===== src/adc_seq_consts.svh =====
// Overview of operation
// - Software may read and write the sequence control register at any time.
// - Every sequence control write starts a new sequence with new settings.
// - A control write during a sequence aborts it and clears all done flags.
// - The eight-conversion bit picks four (clear) or eight (set) conversions.
// - Scan clear runs one sequence; scan set repeats until the next write.
// - Group enable clear converts the one selected input every conversion.
// - Group enable set converts the group's inputs one each, ascending.
// - Four-conversion groups are inputs 0-3, 4-7, 8-11 or 12-15, results in slots 0-3.
// - Further codes pick high ref, low ref, midpoint, test, or reserved.
// - Sequence end sets the complete flag and interrupts when enabled.
// - A clock control write aborts and halts until the next sequence write.
`ifndef ADC_SEQ_CONSTS_SVH
`define ADC_SEQ_CONSTS_SVH

// ****************************************************************
// Register indices (byte address is four times the index)
// ****************************************************************
`define ADC_IDX_CLK      8'h64
`define ADC_IDX_SEQ      8'h65
`define ADC_IDX_STAT     8'h66
`define ADC_IDX_FLAGS    8'h67
`define ADC_IDX_IRQ_STAT 8'h68
`define ADC_IDX_IRQ_EN   8'h69
`define ADC_IDX_IRQ_CLR  8'h6a
`define ADC_IDX_RES0     8'h70

// ****************************************************************
// Fields and reset values
// ****************************************************************
`define ADC_SEQ_RST      8'h00
`define ADC_SEQ_WMASK    8'h7f
`define ADC_SEQ_EIGHT    6
`define ADC_SEQ_SCAN     5
`define ADC_SEQ_CHANNEL_GROUP_ENABLE     4
`define ADC_CLK_RST      8'h01
`define ADC_CLK_WMASK    8'h1f
`define ADC_LAST_OF_4    3'h3
`define ADC_LAST_OF_8    3'h7
`define ADC_GRP4_MASK    4'hc
`define ADC_GRP8_MASK    4'h8
`define ADC_IRQ_SEQ      0
`define ADC_IRQ_ABORT    1
`define ADC_IRQ_W        2

`endif


===== src/adc_seq_pkg.sv =====
package adc_seq_pkg;

  // Sequencer states
  typedef enum logic [1:0] {
    ST_IDLE,
    ST_START,
    ST_WAIT
  } adc_state_t;

endpackage : adc_seq_pkg


===== src/adc_seq_clkdiv.sv =====
`timescale 1ns/1ps
`include "adc_seq_consts.svh"

// Conversion clock enable: one pulse every 2*(p+1) cycles, p=0 acts as 1
module adc_seq_clkdiv (
  input  wire logic       sys_clk,
  input  wire logic       rst_n,
  input  wire logic       restart,
  input  wire logic [4:0] prescale,
  output logic            tick
);

  logic [5:0] cnt_reg;
  logic [5:0] term;

  // Zero prescale behaves as one, giving divide by four
  always_comb begin
    term = (prescale == 5'h00) ? 6'h03 : {prescale, 1'b1};
  end

  // Restarted on any prescaler write so the new rate applies at once
  always_ff @(posedge sys_clk or negedge rst_n) begin
    if (!rst_n) begin
      cnt_reg <= 6'h00;
      tick    <= 1'b0;
    end else if (restart || cnt_reg >= term) begin
      cnt_reg <= 6'h00;
      tick    <= !restart;
    end else begin
      cnt_reg <= cnt_reg + 6'h01;
      tick    <= 1'b0;
    end
  end

endmodule : adc_seq_clkdiv


===== src/adc_seq_irq.sv =====
`timescale 1ns/1ps
`include "adc_seq_consts.svh"

// Sticky event bits, enable mask, write-one clear, one level interrupt
module adc_seq_irq (
  input  wire logic                    sys_clk,
  input  wire logic                    rst_n,
  input  wire logic [`ADC_IRQ_W-1:0]   event_in,
  input  wire logic                    clr_wr,
  input  wire logic                    en_wr,
  input  wire logic [`ADC_IRQ_W-1:0]   wdata,
  output logic      [`ADC_IRQ_W-1:0]   status,
  output logic      [`ADC_IRQ_W-1:0]   enable,
  output logic                         irq
);

  // Enable register
  always_ff @(posedge sys_clk or negedge rst_n) begin
    if (!rst_n) begin
      enable <= '0;
    end else if (en_wr) begin
      enable <= wdata;
    end
  end

  // Per bit sticky flag; a new event wins over a clear in the same cycle
  genvar i;
  generate
    for (i = 0; i < `ADC_IRQ_W; i = i + 1) begin : g_flag
      always_ff @(posedge sys_clk or negedge rst_n) begin
        if (!rst_n) begin
          status[i] <= 1'b0;
        end else if (event_in[i]) begin
          status[i] <= 1'b1;
        end else if (clr_wr && wdata[i]) begin
          status[i] <= 1'b0;
        end
      end
    end
  endgenerate

  // Level output while any enabled flag stands
  assign irq = |(status & enable);

endmodule : adc_seq_irq


===== src/adc_seq_ctrl.sv =====
`timescale 1ns/1ps
`include "adc_seq_consts.svh"

module adc_seq_ctrl (
  input  wire logic        sys_clk,
  input  wire logic        rst_n,
  input  wire logic [11:0] paddr,
  input  wire logic        psel,
  input  wire logic        penable,
  input  wire logic        pwrite,
  input  wire logic [31:0] pwdata,
  output logic      [31:0] prdata,
  output logic             pready,
  output logic             pslverr,
  output logic             adc_irq,
  output logic             adc_clk_en,
  output logic             conv_start,
  output logic             conv_abort,
  output logic      [3:0]  conv_chan,
  input  wire logic        conv_done,
  input  wire logic [9:0]  conv_result
);

  // ****************************************************************
  // Declarations
  // ****************************************************************
  logic [7:0]              clk_ctl_reg;
  logic [7:0]              seq_ctl_reg;
  adc_seq_pkg::adc_state_t state_reg;
  logic [2:0]              conv_idx_reg;
  logic                    halted_reg;
  logic                    seq_done_reg;
  logic [7:0]              conv_flags_reg;
  logic [9:0]              result_reg [0:7];
  logic                    ack_reg;
  logic                    err_reg;
  logic [31:0]             rd_next;
  logic [11:0]             res_base;
  logic                    hit_next;
  logic                    xfer;
  logic                    wr_xfer;
  logic                    rd_xfer;
  logic                    sel_clk;
  logic                    sel_seq;
  logic                    sel_irq_en;
  logic                    sel_irq_clr;
  logic                    sel_res;
  logic                    seq_wr;
  logic                    clk_wr;
  logic                    any_ctl_wr;
  logic                    running;
  logic                    eight_conv_select;
  logic                    scan_enable;
  logic                    channel_group_enable;
  logic [3:0]              chan_code;
  logic [2:0]              last_idx;
  logic [3:0]              chan_next;
  logic                    store;
  logic                    seq_end;
  logic                    tick;
  logic [`ADC_IRQ_W-1:0]   irq_event;
  logic [`ADC_IRQ_W-1:0]   irq_status;
  logic [`ADC_IRQ_W-1:0]   irq_enable;

  // Byte address of a register index
  function automatic logic [11:0] addr_of(input logic [7:0] idx);
    addr_of = {2'b00, idx, 2'b00};
  endfunction : addr_of

  // ****************************************************************
  // APB slave
  // ****************************************************************

  // One wait state: data and error are registered on the edge that raises pready
  assign xfer    = psel & penable & ack_reg;
  assign wr_xfer = xfer & pwrite;
  assign rd_xfer = xfer & !pwrite;
  assign pready  = ack_reg;
  assign pslverr = ack_reg & err_reg;
  // Result window base, named so its upper bits can be sliced
  assign res_base = addr_of(`ADC_IDX_RES0);

  // Address decode and read mux
  always_comb begin
    rd_next     = 32'h0000_0000;
    hit_next    = 1'b1;
    sel_clk     = 1'b0;
    sel_seq     = 1'b0;
    sel_irq_en  = 1'b0;
    sel_irq_clr = 1'b0;
    sel_res     = 1'b0;
    if (paddr == addr_of(`ADC_IDX_CLK)) begin
      sel_clk = 1'b1;
      rd_next = {24'h00_0000, clk_ctl_reg};
    end else if (paddr == addr_of(`ADC_IDX_SEQ)) begin
      sel_seq = 1'b1;
      rd_next = {24'h00_0000, seq_ctl_reg};
    end else if (paddr == addr_of(`ADC_IDX_STAT)) begin
      rd_next = {25'h000_0000, conv_idx_reg, 1'b0, halted_reg,
                 running, seq_done_reg};
    end else if (paddr == addr_of(`ADC_IDX_FLAGS)) begin
      rd_next = {24'h00_0000, conv_flags_reg};
    end else if (paddr == addr_of(`ADC_IDX_IRQ_STAT)) begin
      rd_next = {{(32-`ADC_IRQ_W){1'b0}}, irq_status};
    end else if (paddr == addr_of(`ADC_IDX_IRQ_EN)) begin
      sel_irq_en = 1'b1;
      rd_next    = {{(32-`ADC_IRQ_W){1'b0}}, irq_enable};
    end else if (paddr == addr_of(`ADC_IDX_IRQ_CLR)) begin
      sel_irq_clr = 1'b1;
    end else if (paddr[11:5] == res_base[11:5] &&
                 paddr[1:0] == 2'b00) begin
      sel_res = 1'b1;
      rd_next = {22'h00_0000, result_reg[paddr[4:2]]};
    end else begin
      hit_next = 1'b0;
    end
  end

  // Handshake: pready high for one cycle per access
  always_ff @(posedge sys_clk or negedge rst_n) begin
    if (!rst_n) begin
      ack_reg <= 1'b0;
      err_reg <= 1'b0;
      prdata  <= 32'h0000_0000;
    end else if (psel && penable && !ack_reg) begin
      ack_reg <= 1'b1;
      err_reg <= !hit_next;
      prdata  <= pwrite ? 32'h0000_0000 : rd_next;
    end else begin
      ack_reg <= 1'b0;
      err_reg <= 1'b0;
    end
  end

  // ****************************************************************
  // Control registers
  // ****************************************************************
  assign seq_wr     = wr_xfer & sel_seq;
  assign clk_wr     = wr_xfer & sel_clk;
  assign any_ctl_wr = seq_wr | clk_wr;

  // Sequence control, writable at any time; top bit reads zero
  always_ff @(posedge sys_clk or negedge rst_n) begin
    if (!rst_n) begin
      seq_ctl_reg <= `ADC_SEQ_RST;
    end else if (seq_wr) begin
      seq_ctl_reg <= pwdata[7:0] & `ADC_SEQ_WMASK;
    end
  end

  // Clock and prescaler control
  always_ff @(posedge sys_clk or negedge rst_n) begin
    if (!rst_n) begin
      clk_ctl_reg <= `ADC_CLK_RST;
    end else if (clk_wr) begin
      clk_ctl_reg <= pwdata[7:0] & `ADC_CLK_WMASK;
    end
  end

  assign eight_conv_select    = seq_ctl_reg[`ADC_SEQ_EIGHT];
  assign scan_enable          = seq_ctl_reg[`ADC_SEQ_SCAN];
  assign channel_group_enable = seq_ctl_reg[`ADC_SEQ_CHANNEL_GROUP_ENABLE];
  assign chan_code            = seq_ctl_reg[3:0];

  // Four or eight conversions per sequence
  assign last_idx = eight_conv_select ? `ADC_LAST_OF_8
                                      : `ADC_LAST_OF_4;

  // ****************************************************************
  // Channel selection
  // ****************************************************************

  // Codes pass straight to the mux when group enable is clear; 12..14 are the internal references
  always_comb begin
    if (!channel_group_enable) begin
      chan_next = chan_code;
    end else if (eight_conv_select) begin
      chan_next = (chan_code & `ADC_GRP8_MASK) | {1'b0, conv_idx_reg};
    end else begin
      chan_next = (chan_code & `ADC_GRP4_MASK)
                | {2'b00, conv_idx_reg[1:0]};
    end
  end

  // ****************************************************************
  // Conversion clock
  // ****************************************************************
  adc_seq_clkdiv u_clkdiv (
    .sys_clk  (sys_clk),
    .rst_n    (rst_n),
    .restart  (clk_wr),
    .prescale (clk_ctl_reg[4:0]),
    .tick     (tick)
  );

  assign adc_clk_en = tick;

  // ****************************************************************
  // Sequencer
  // ****************************************************************
  assign running = (state_reg != adc_seq_pkg::ST_IDLE);
  // A result arriving with a control write is dropped: the write aborts
  assign store   = (state_reg == adc_seq_pkg::ST_WAIT) & conv_done
                 & !any_ctl_wr;
  assign seq_end = store & (conv_idx_reg == last_idx);

  // Sequence state; a new sequence write always restarts from conversion zero
  always_ff @(posedge sys_clk or negedge rst_n) begin
    if (!rst_n) begin
      state_reg    <= adc_seq_pkg::ST_IDLE;
      conv_idx_reg <= 3'h0;
      halted_reg   <= 1'b0;
    end else if (seq_wr) begin
      state_reg    <= adc_seq_pkg::ST_START;
      conv_idx_reg <= 3'h0;
      halted_reg   <= 1'b0;
    end else if (clk_wr) begin
      state_reg    <= adc_seq_pkg::ST_IDLE;
      conv_idx_reg <= 3'h0;
      halted_reg   <= 1'b1;
    end else begin
      case (state_reg)
        adc_seq_pkg::ST_START: begin
          if (tick) begin
            state_reg <= adc_seq_pkg::ST_WAIT;
          end
        end
        adc_seq_pkg::ST_WAIT: begin
          if (seq_end) begin
            conv_idx_reg <= 3'h0;
            state_reg    <= scan_enable ? adc_seq_pkg::ST_START
                                        : adc_seq_pkg::ST_IDLE;
          end else if (store) begin
            conv_idx_reg <= conv_idx_reg + 3'h1;
            state_reg    <= adc_seq_pkg::ST_START;
          end
        end
        default: begin
          state_reg <= adc_seq_pkg::ST_IDLE;
        end
      endcase
    end
  end

  // Start pulse and channel toward the core, aligned to the conversion clock
  always_ff @(posedge sys_clk or negedge rst_n) begin
    if (!rst_n) begin
      conv_start <= 1'b0;
      conv_chan  <= 4'h0;
    end else if (!any_ctl_wr && tick &&
                 state_reg == adc_seq_pkg::ST_START) begin
      conv_start <= 1'b1;
      conv_chan  <= chan_next;
    end else begin
      conv_start <= 1'b0;
    end
  end

  // Abort pulse when a write cuts off a running sequence
  always_ff @(posedge sys_clk or negedge rst_n) begin
    if (!rst_n) begin
      conv_abort <= 1'b0;
    end else begin
      conv_abort <= any_ctl_wr & running;
    end
  end

  // ****************************************************************
  // Results and done flags
  // ****************************************************************

  // Sequence done: set at each sequence end, cleared by any control write
  always_ff @(posedge sys_clk or negedge rst_n) begin
    if (!rst_n) begin
      seq_done_reg <= 1'b0;
    end else if (any_ctl_wr) begin
      seq_done_reg <= 1'b0;
    end else if (seq_end) begin
      seq_done_reg <= 1'b1;
    end
  end

  // Slot k holds conversion k; reading a slot clears its flag
  genvar k;
  generate
    for (k = 0; k < 8; k = k + 1) begin : g_slot
      always_ff @(posedge sys_clk or negedge rst_n) begin
        if (!rst_n) begin
          result_reg[k] <= 10'h000;
        end else if (store && conv_idx_reg == 3'(k)) begin
          result_reg[k] <= conv_result;
        end
      end

      always_ff @(posedge sys_clk or negedge rst_n) begin
        if (!rst_n) begin
          conv_flags_reg[k] <= 1'b0;
        end else if (any_ctl_wr) begin
          conv_flags_reg[k] <= 1'b0;
        end else if (store && conv_idx_reg == 3'(k)) begin
          conv_flags_reg[k] <= 1'b1;
        end else if (rd_xfer && sel_res && paddr[4:2] == 3'(k)) begin
          conv_flags_reg[k] <= 1'b0;
        end
      end
    end
  endgenerate

  // ****************************************************************
  // Interrupts
  // ****************************************************************
  assign irq_event[`ADC_IRQ_SEQ]   = seq_end;
  assign irq_event[`ADC_IRQ_ABORT] = any_ctl_wr & running;

  adc_seq_irq u_irq (
    .sys_clk  (sys_clk),
    .rst_n    (rst_n),
    .event_in (irq_event),
    .clr_wr   (wr_xfer & sel_irq_clr),
    .en_wr    (wr_xfer & sel_irq_en),
    .wdata    (pwdata[`ADC_IRQ_W-1:0]),
    .status   (irq_status),
    .enable   (irq_enable),
    .irq      (adc_irq)
  );

endmodule : adc_seq_ctrl


===== config.mk =====
export PLATFORM = sky130hd
export DESIGN_NAME = adc_seq_ctrl
export DESIGN_NICKNAME = d
export VERILOG_FILES = /design/src/adc_seq_pkg.sv /design/src/adc_seq_clkdiv.sv /design/src/adc_seq_irq.sv /design/src/adc_seq_ctrl.sv
export VERILOG_INCLUDE_DIRS = /design/src /design/src/src
export SDC_FILE = /design/constraint.sdc
export NUM_CORES = 1
export LEC_CHECK = 0
export ABC_AREA = 1
export BUFFER_PORTS_ARGS = -buffer_cell sky130_fd_sc_hd__buf_2
export CORE_MARGIN = 2
export CORE_UTILIZATION = 35
export CTS_BUF_LIST = sky130_fd_sc_hd__clkbuf_8
export CTS_CLUSTER_SIZE = 16
export DETAILED_ROUTE_END_ITERATION = 10
export SLEW_MARGIN = 25
export SYNTH_ARGS = -nofsm -noshare
export SYNTH_HDL_FRONTEND = slang
export SYNTH_SLANG_ARGS = --single-unit

===== constraint.sdc =====
create_clock -name sys_clk -period 3.99 [get_ports sys_clk]
set_input_delay 0.798 -clock sys_clk [delete_from_list [all_inputs] [get_ports sys_clk]]
set_output_delay 0.798 -clock sys_clk [all_outputs]
set_load 0.03 [all_outputs]

==> flow_summary.toml <==
[worst_setup_path]
cp_common_cell = "nand2_1"
slowest_stage = "buf_2"
path_max_fanout = 31
crit_chain = "buf_2 > inv_2 > buf_4 > nand2_1 > nand2_1 > nand2_1 > nand2_1 > nand2_1 > nand3_1 > nand2_1 > nand2_1 > nand2_1 > nand2_1 > nand2_1"
crit_type = "input port to flop"
start_kind = "input port"
end_kind = "flop"
path_buf_inv = 3
cp.arrival_ns = 2.80
crit_family = "buffers and inverters"
max_stage_delay_ns = 0.50
worstPathRequired_ns = 4.38

[die]
die-area_mm2 = 0.02122
initial_core_util_pct = 35.85
io_pins = 102
fp.dieW_um = 145.7
die_y_um = 145.7
rows = 51
core_mm2 = 0.01959

[sta]
fin_ws_ns = 1.579
period_minus_slack_ns = 2.411
setup_viol = 0
drv_slew = 0
max_freq_ghz = 0.4147
rsz0062_at_grt = "false"
max-slew-margin-rel_pct = 49.20
fin_tns_setup_ns = 0
period_share_pct = 60.44
tightest_slew_ns = 0.7621
finClkSkew_ns = 0.01020
hold_viol = 0

[placed_design]
dpl.hpwl_mm = 12.03
port_buffers = 54
place_area_mm2 = 0.007456
gp_congestion = 0.8601
dp_slack_ns = 1.146

[synthesis]
synth.avg_cell_area_um2 = 7.692
synth_seq_cells = 136
yosys.area.top_type = "dfrtp_1"
yosysUniqueCellTypes = 41
ys.flop_type = "dfrtp_1"
synthArstFlopShare_pct = 100.0
synth_top_cell_area_share_pct = 48.10
ys_warn_count = 0
synth-seq-area-share_pct = 48.48
synthTopCellsByArea = "dfrtp_1 (48%), nand2_1 (17%), o21ai_1 (6.0%)"
synth_edf_count = 0
synth_area_mm2 = 0.007023
synthCells = 913

[layout]
diodes = 0
largest_reg_flops = 80
area.growth.synth_to_final_pct = 12.26
fin_nets = 1037
drive_gt1_share_pct = 12.68
final_area_mm2 = 0.007884

[clocking]
clock_latency_ns = 0.46
root_buffer = "clkbuf_8"
ctsResizeCount = 0
cts_buffer_depth = 2
cts_setup_buffers = 0
cts_tree = "done"
h-tree-depth = 4
cts_buffers = 17
cts_hold_buf = 0
clk_pin_slew_worst_paths_ns = 0.08
cts_sinks = 136

[global_routing]
grt_overflow = 0
grt_start_max_net_pins = 81
antenna_found_initial = 0
first_global_vias = 5573
groute.usage.overall_pct = 17.65
grt_pass1_wl_mm = 29.55

[route]
vias = 5885
drt_pass1_iterations = 5
antenna_left = 0
routed_via_density = 4.735
drtIter0Drc = 501
wl_per_cell_um = 14.48
drc = 0
wl_mm = 17.99

[pwr]
p_leak_nw = 4.070
vdd_ir_drop_max_v = 0.0002128
power.density_mw_per_mm2 = 485.3
p_total_w = 0.003826

[run]
maxCapViolCount = 0

[worst_hold_path]
hp-class = "input port to asynchronous set/reset pin"

[outcome]
status = "complete, no violations"
final cells by class:
| class | count | area (um^2) |
|---|---|---|
| inverter | 107 | 401.6 |
| tap | 265 | 331.6 |
| sequential | 136 | 3405 |
| timing repair buffer | 70 | 409.1 |
| multi-input combinational | 633 | 2909 |
| fill | 2080 | 11710 |
| clock inverter | 14 | 180.2 |
| clock buffer | 18 | 247.7 |
path summary, 6_finish.rpt:
| path | slack (ns) | from | cells after the start | end |
|---|---|---|---|---|
| min reg2reg | 0.48 | conv_chan[3] | 2 | conv_chan[3] |
| min | 0.38 | rst_n | 1 | result_reg[51] |
| max reg2reg | 1.93 | pready | 8 | result_reg[8] |
| min in group sys_clk | 0.48 | conv_chan[3] | 2 | conv_chan[3] |
| max in group asynchronous | 2.84 | rst_n | 2 | prdata[3] |
| max | 1.58 | paddr[2] | 14 | prdata[1] |
logic make-up (layout without fill, tap and decap cells):
kind of cell	after synthesis	after routing	share of synthesized area, %
adder cells (fa/ha/maj)	12	12	2.138
XOR/XNOR	4	4	0.4989
AND/OR/NAND/NOR	425	425	24.67
other	1	22	0.05340
flip-flops	136	136	48.48
AO/OA/AOI/OAI	170	170	12.93
buffers and inverters	165	209	11.22
routing by layer:
metal	up-vias	global-route usage (%)	wire length, um	share of wire [%]
met2	162	27.68	8094	45
met5	-	0	0	0
met1	2752	24.31	8658	48
li1	2951	-	-	-
met3	20	4.107	937	5.2
met4	0	5.539	302	1.7
report_power, final:
part	total (W)	internal, W	switching [W]
sequential	0.00179	0.00163	0.000159
combinational	0.000789	0.000290	0.000499
clock	0.00125	0.000690	0.000557
cell usage after synthesis, types with 3 or more instances:
library cell	count
clkinv_1	3
inv_1	101
nor2_1	47
nand2_1	317
a21oi_1	12
o2111ai_1	3
clkbuf_1	15
inv_2	3
o21ai_0	51
buf_6	6
buf_2	5
buf_4	31
o211ai_1	7
nand3_1	26
o21ai_1	84
dfrtp_1	135
nor3_1	10
o22ai_1	5
nand3_2	6
ha_1	12
or2_2	7
xor2_1	3
nand2_2	3
layout by cell type (no fill, tap or decap), drive strengths merged, types with 12 or more instances in the layout:
cell type and instances:
dfrtp 135, conb 22, ha 12, inv 104, nand3 32, o21ai 135, nor2 49, a21oi 12
buf 70, clkbuf 18, clkinv 12, nand2 320
worst reg2reg max path, stage by stage (launching register included):
cell     delay, ns
dfrtp_1       0.38
nand3_1       0.13
nor2_1        0.48
nand3_2       0.19
nand2_1       0.11
inv_2         0.11
nand2_2       0.40
nand2_1       0.10
o21ai_1       0.10
through the flow:
step                std cells  hold slack, ns  util (%)
finish                   1243          0.3753     40.24
global route             1243          0.4007     40.24
CTS                      1243          0.3980     40.24
detailed placement       1211          0.4674     38.06
global placement         1211          0.4607     38.06
floorplan                 934          0.4499         -
(Power assumes the default switching activity.)
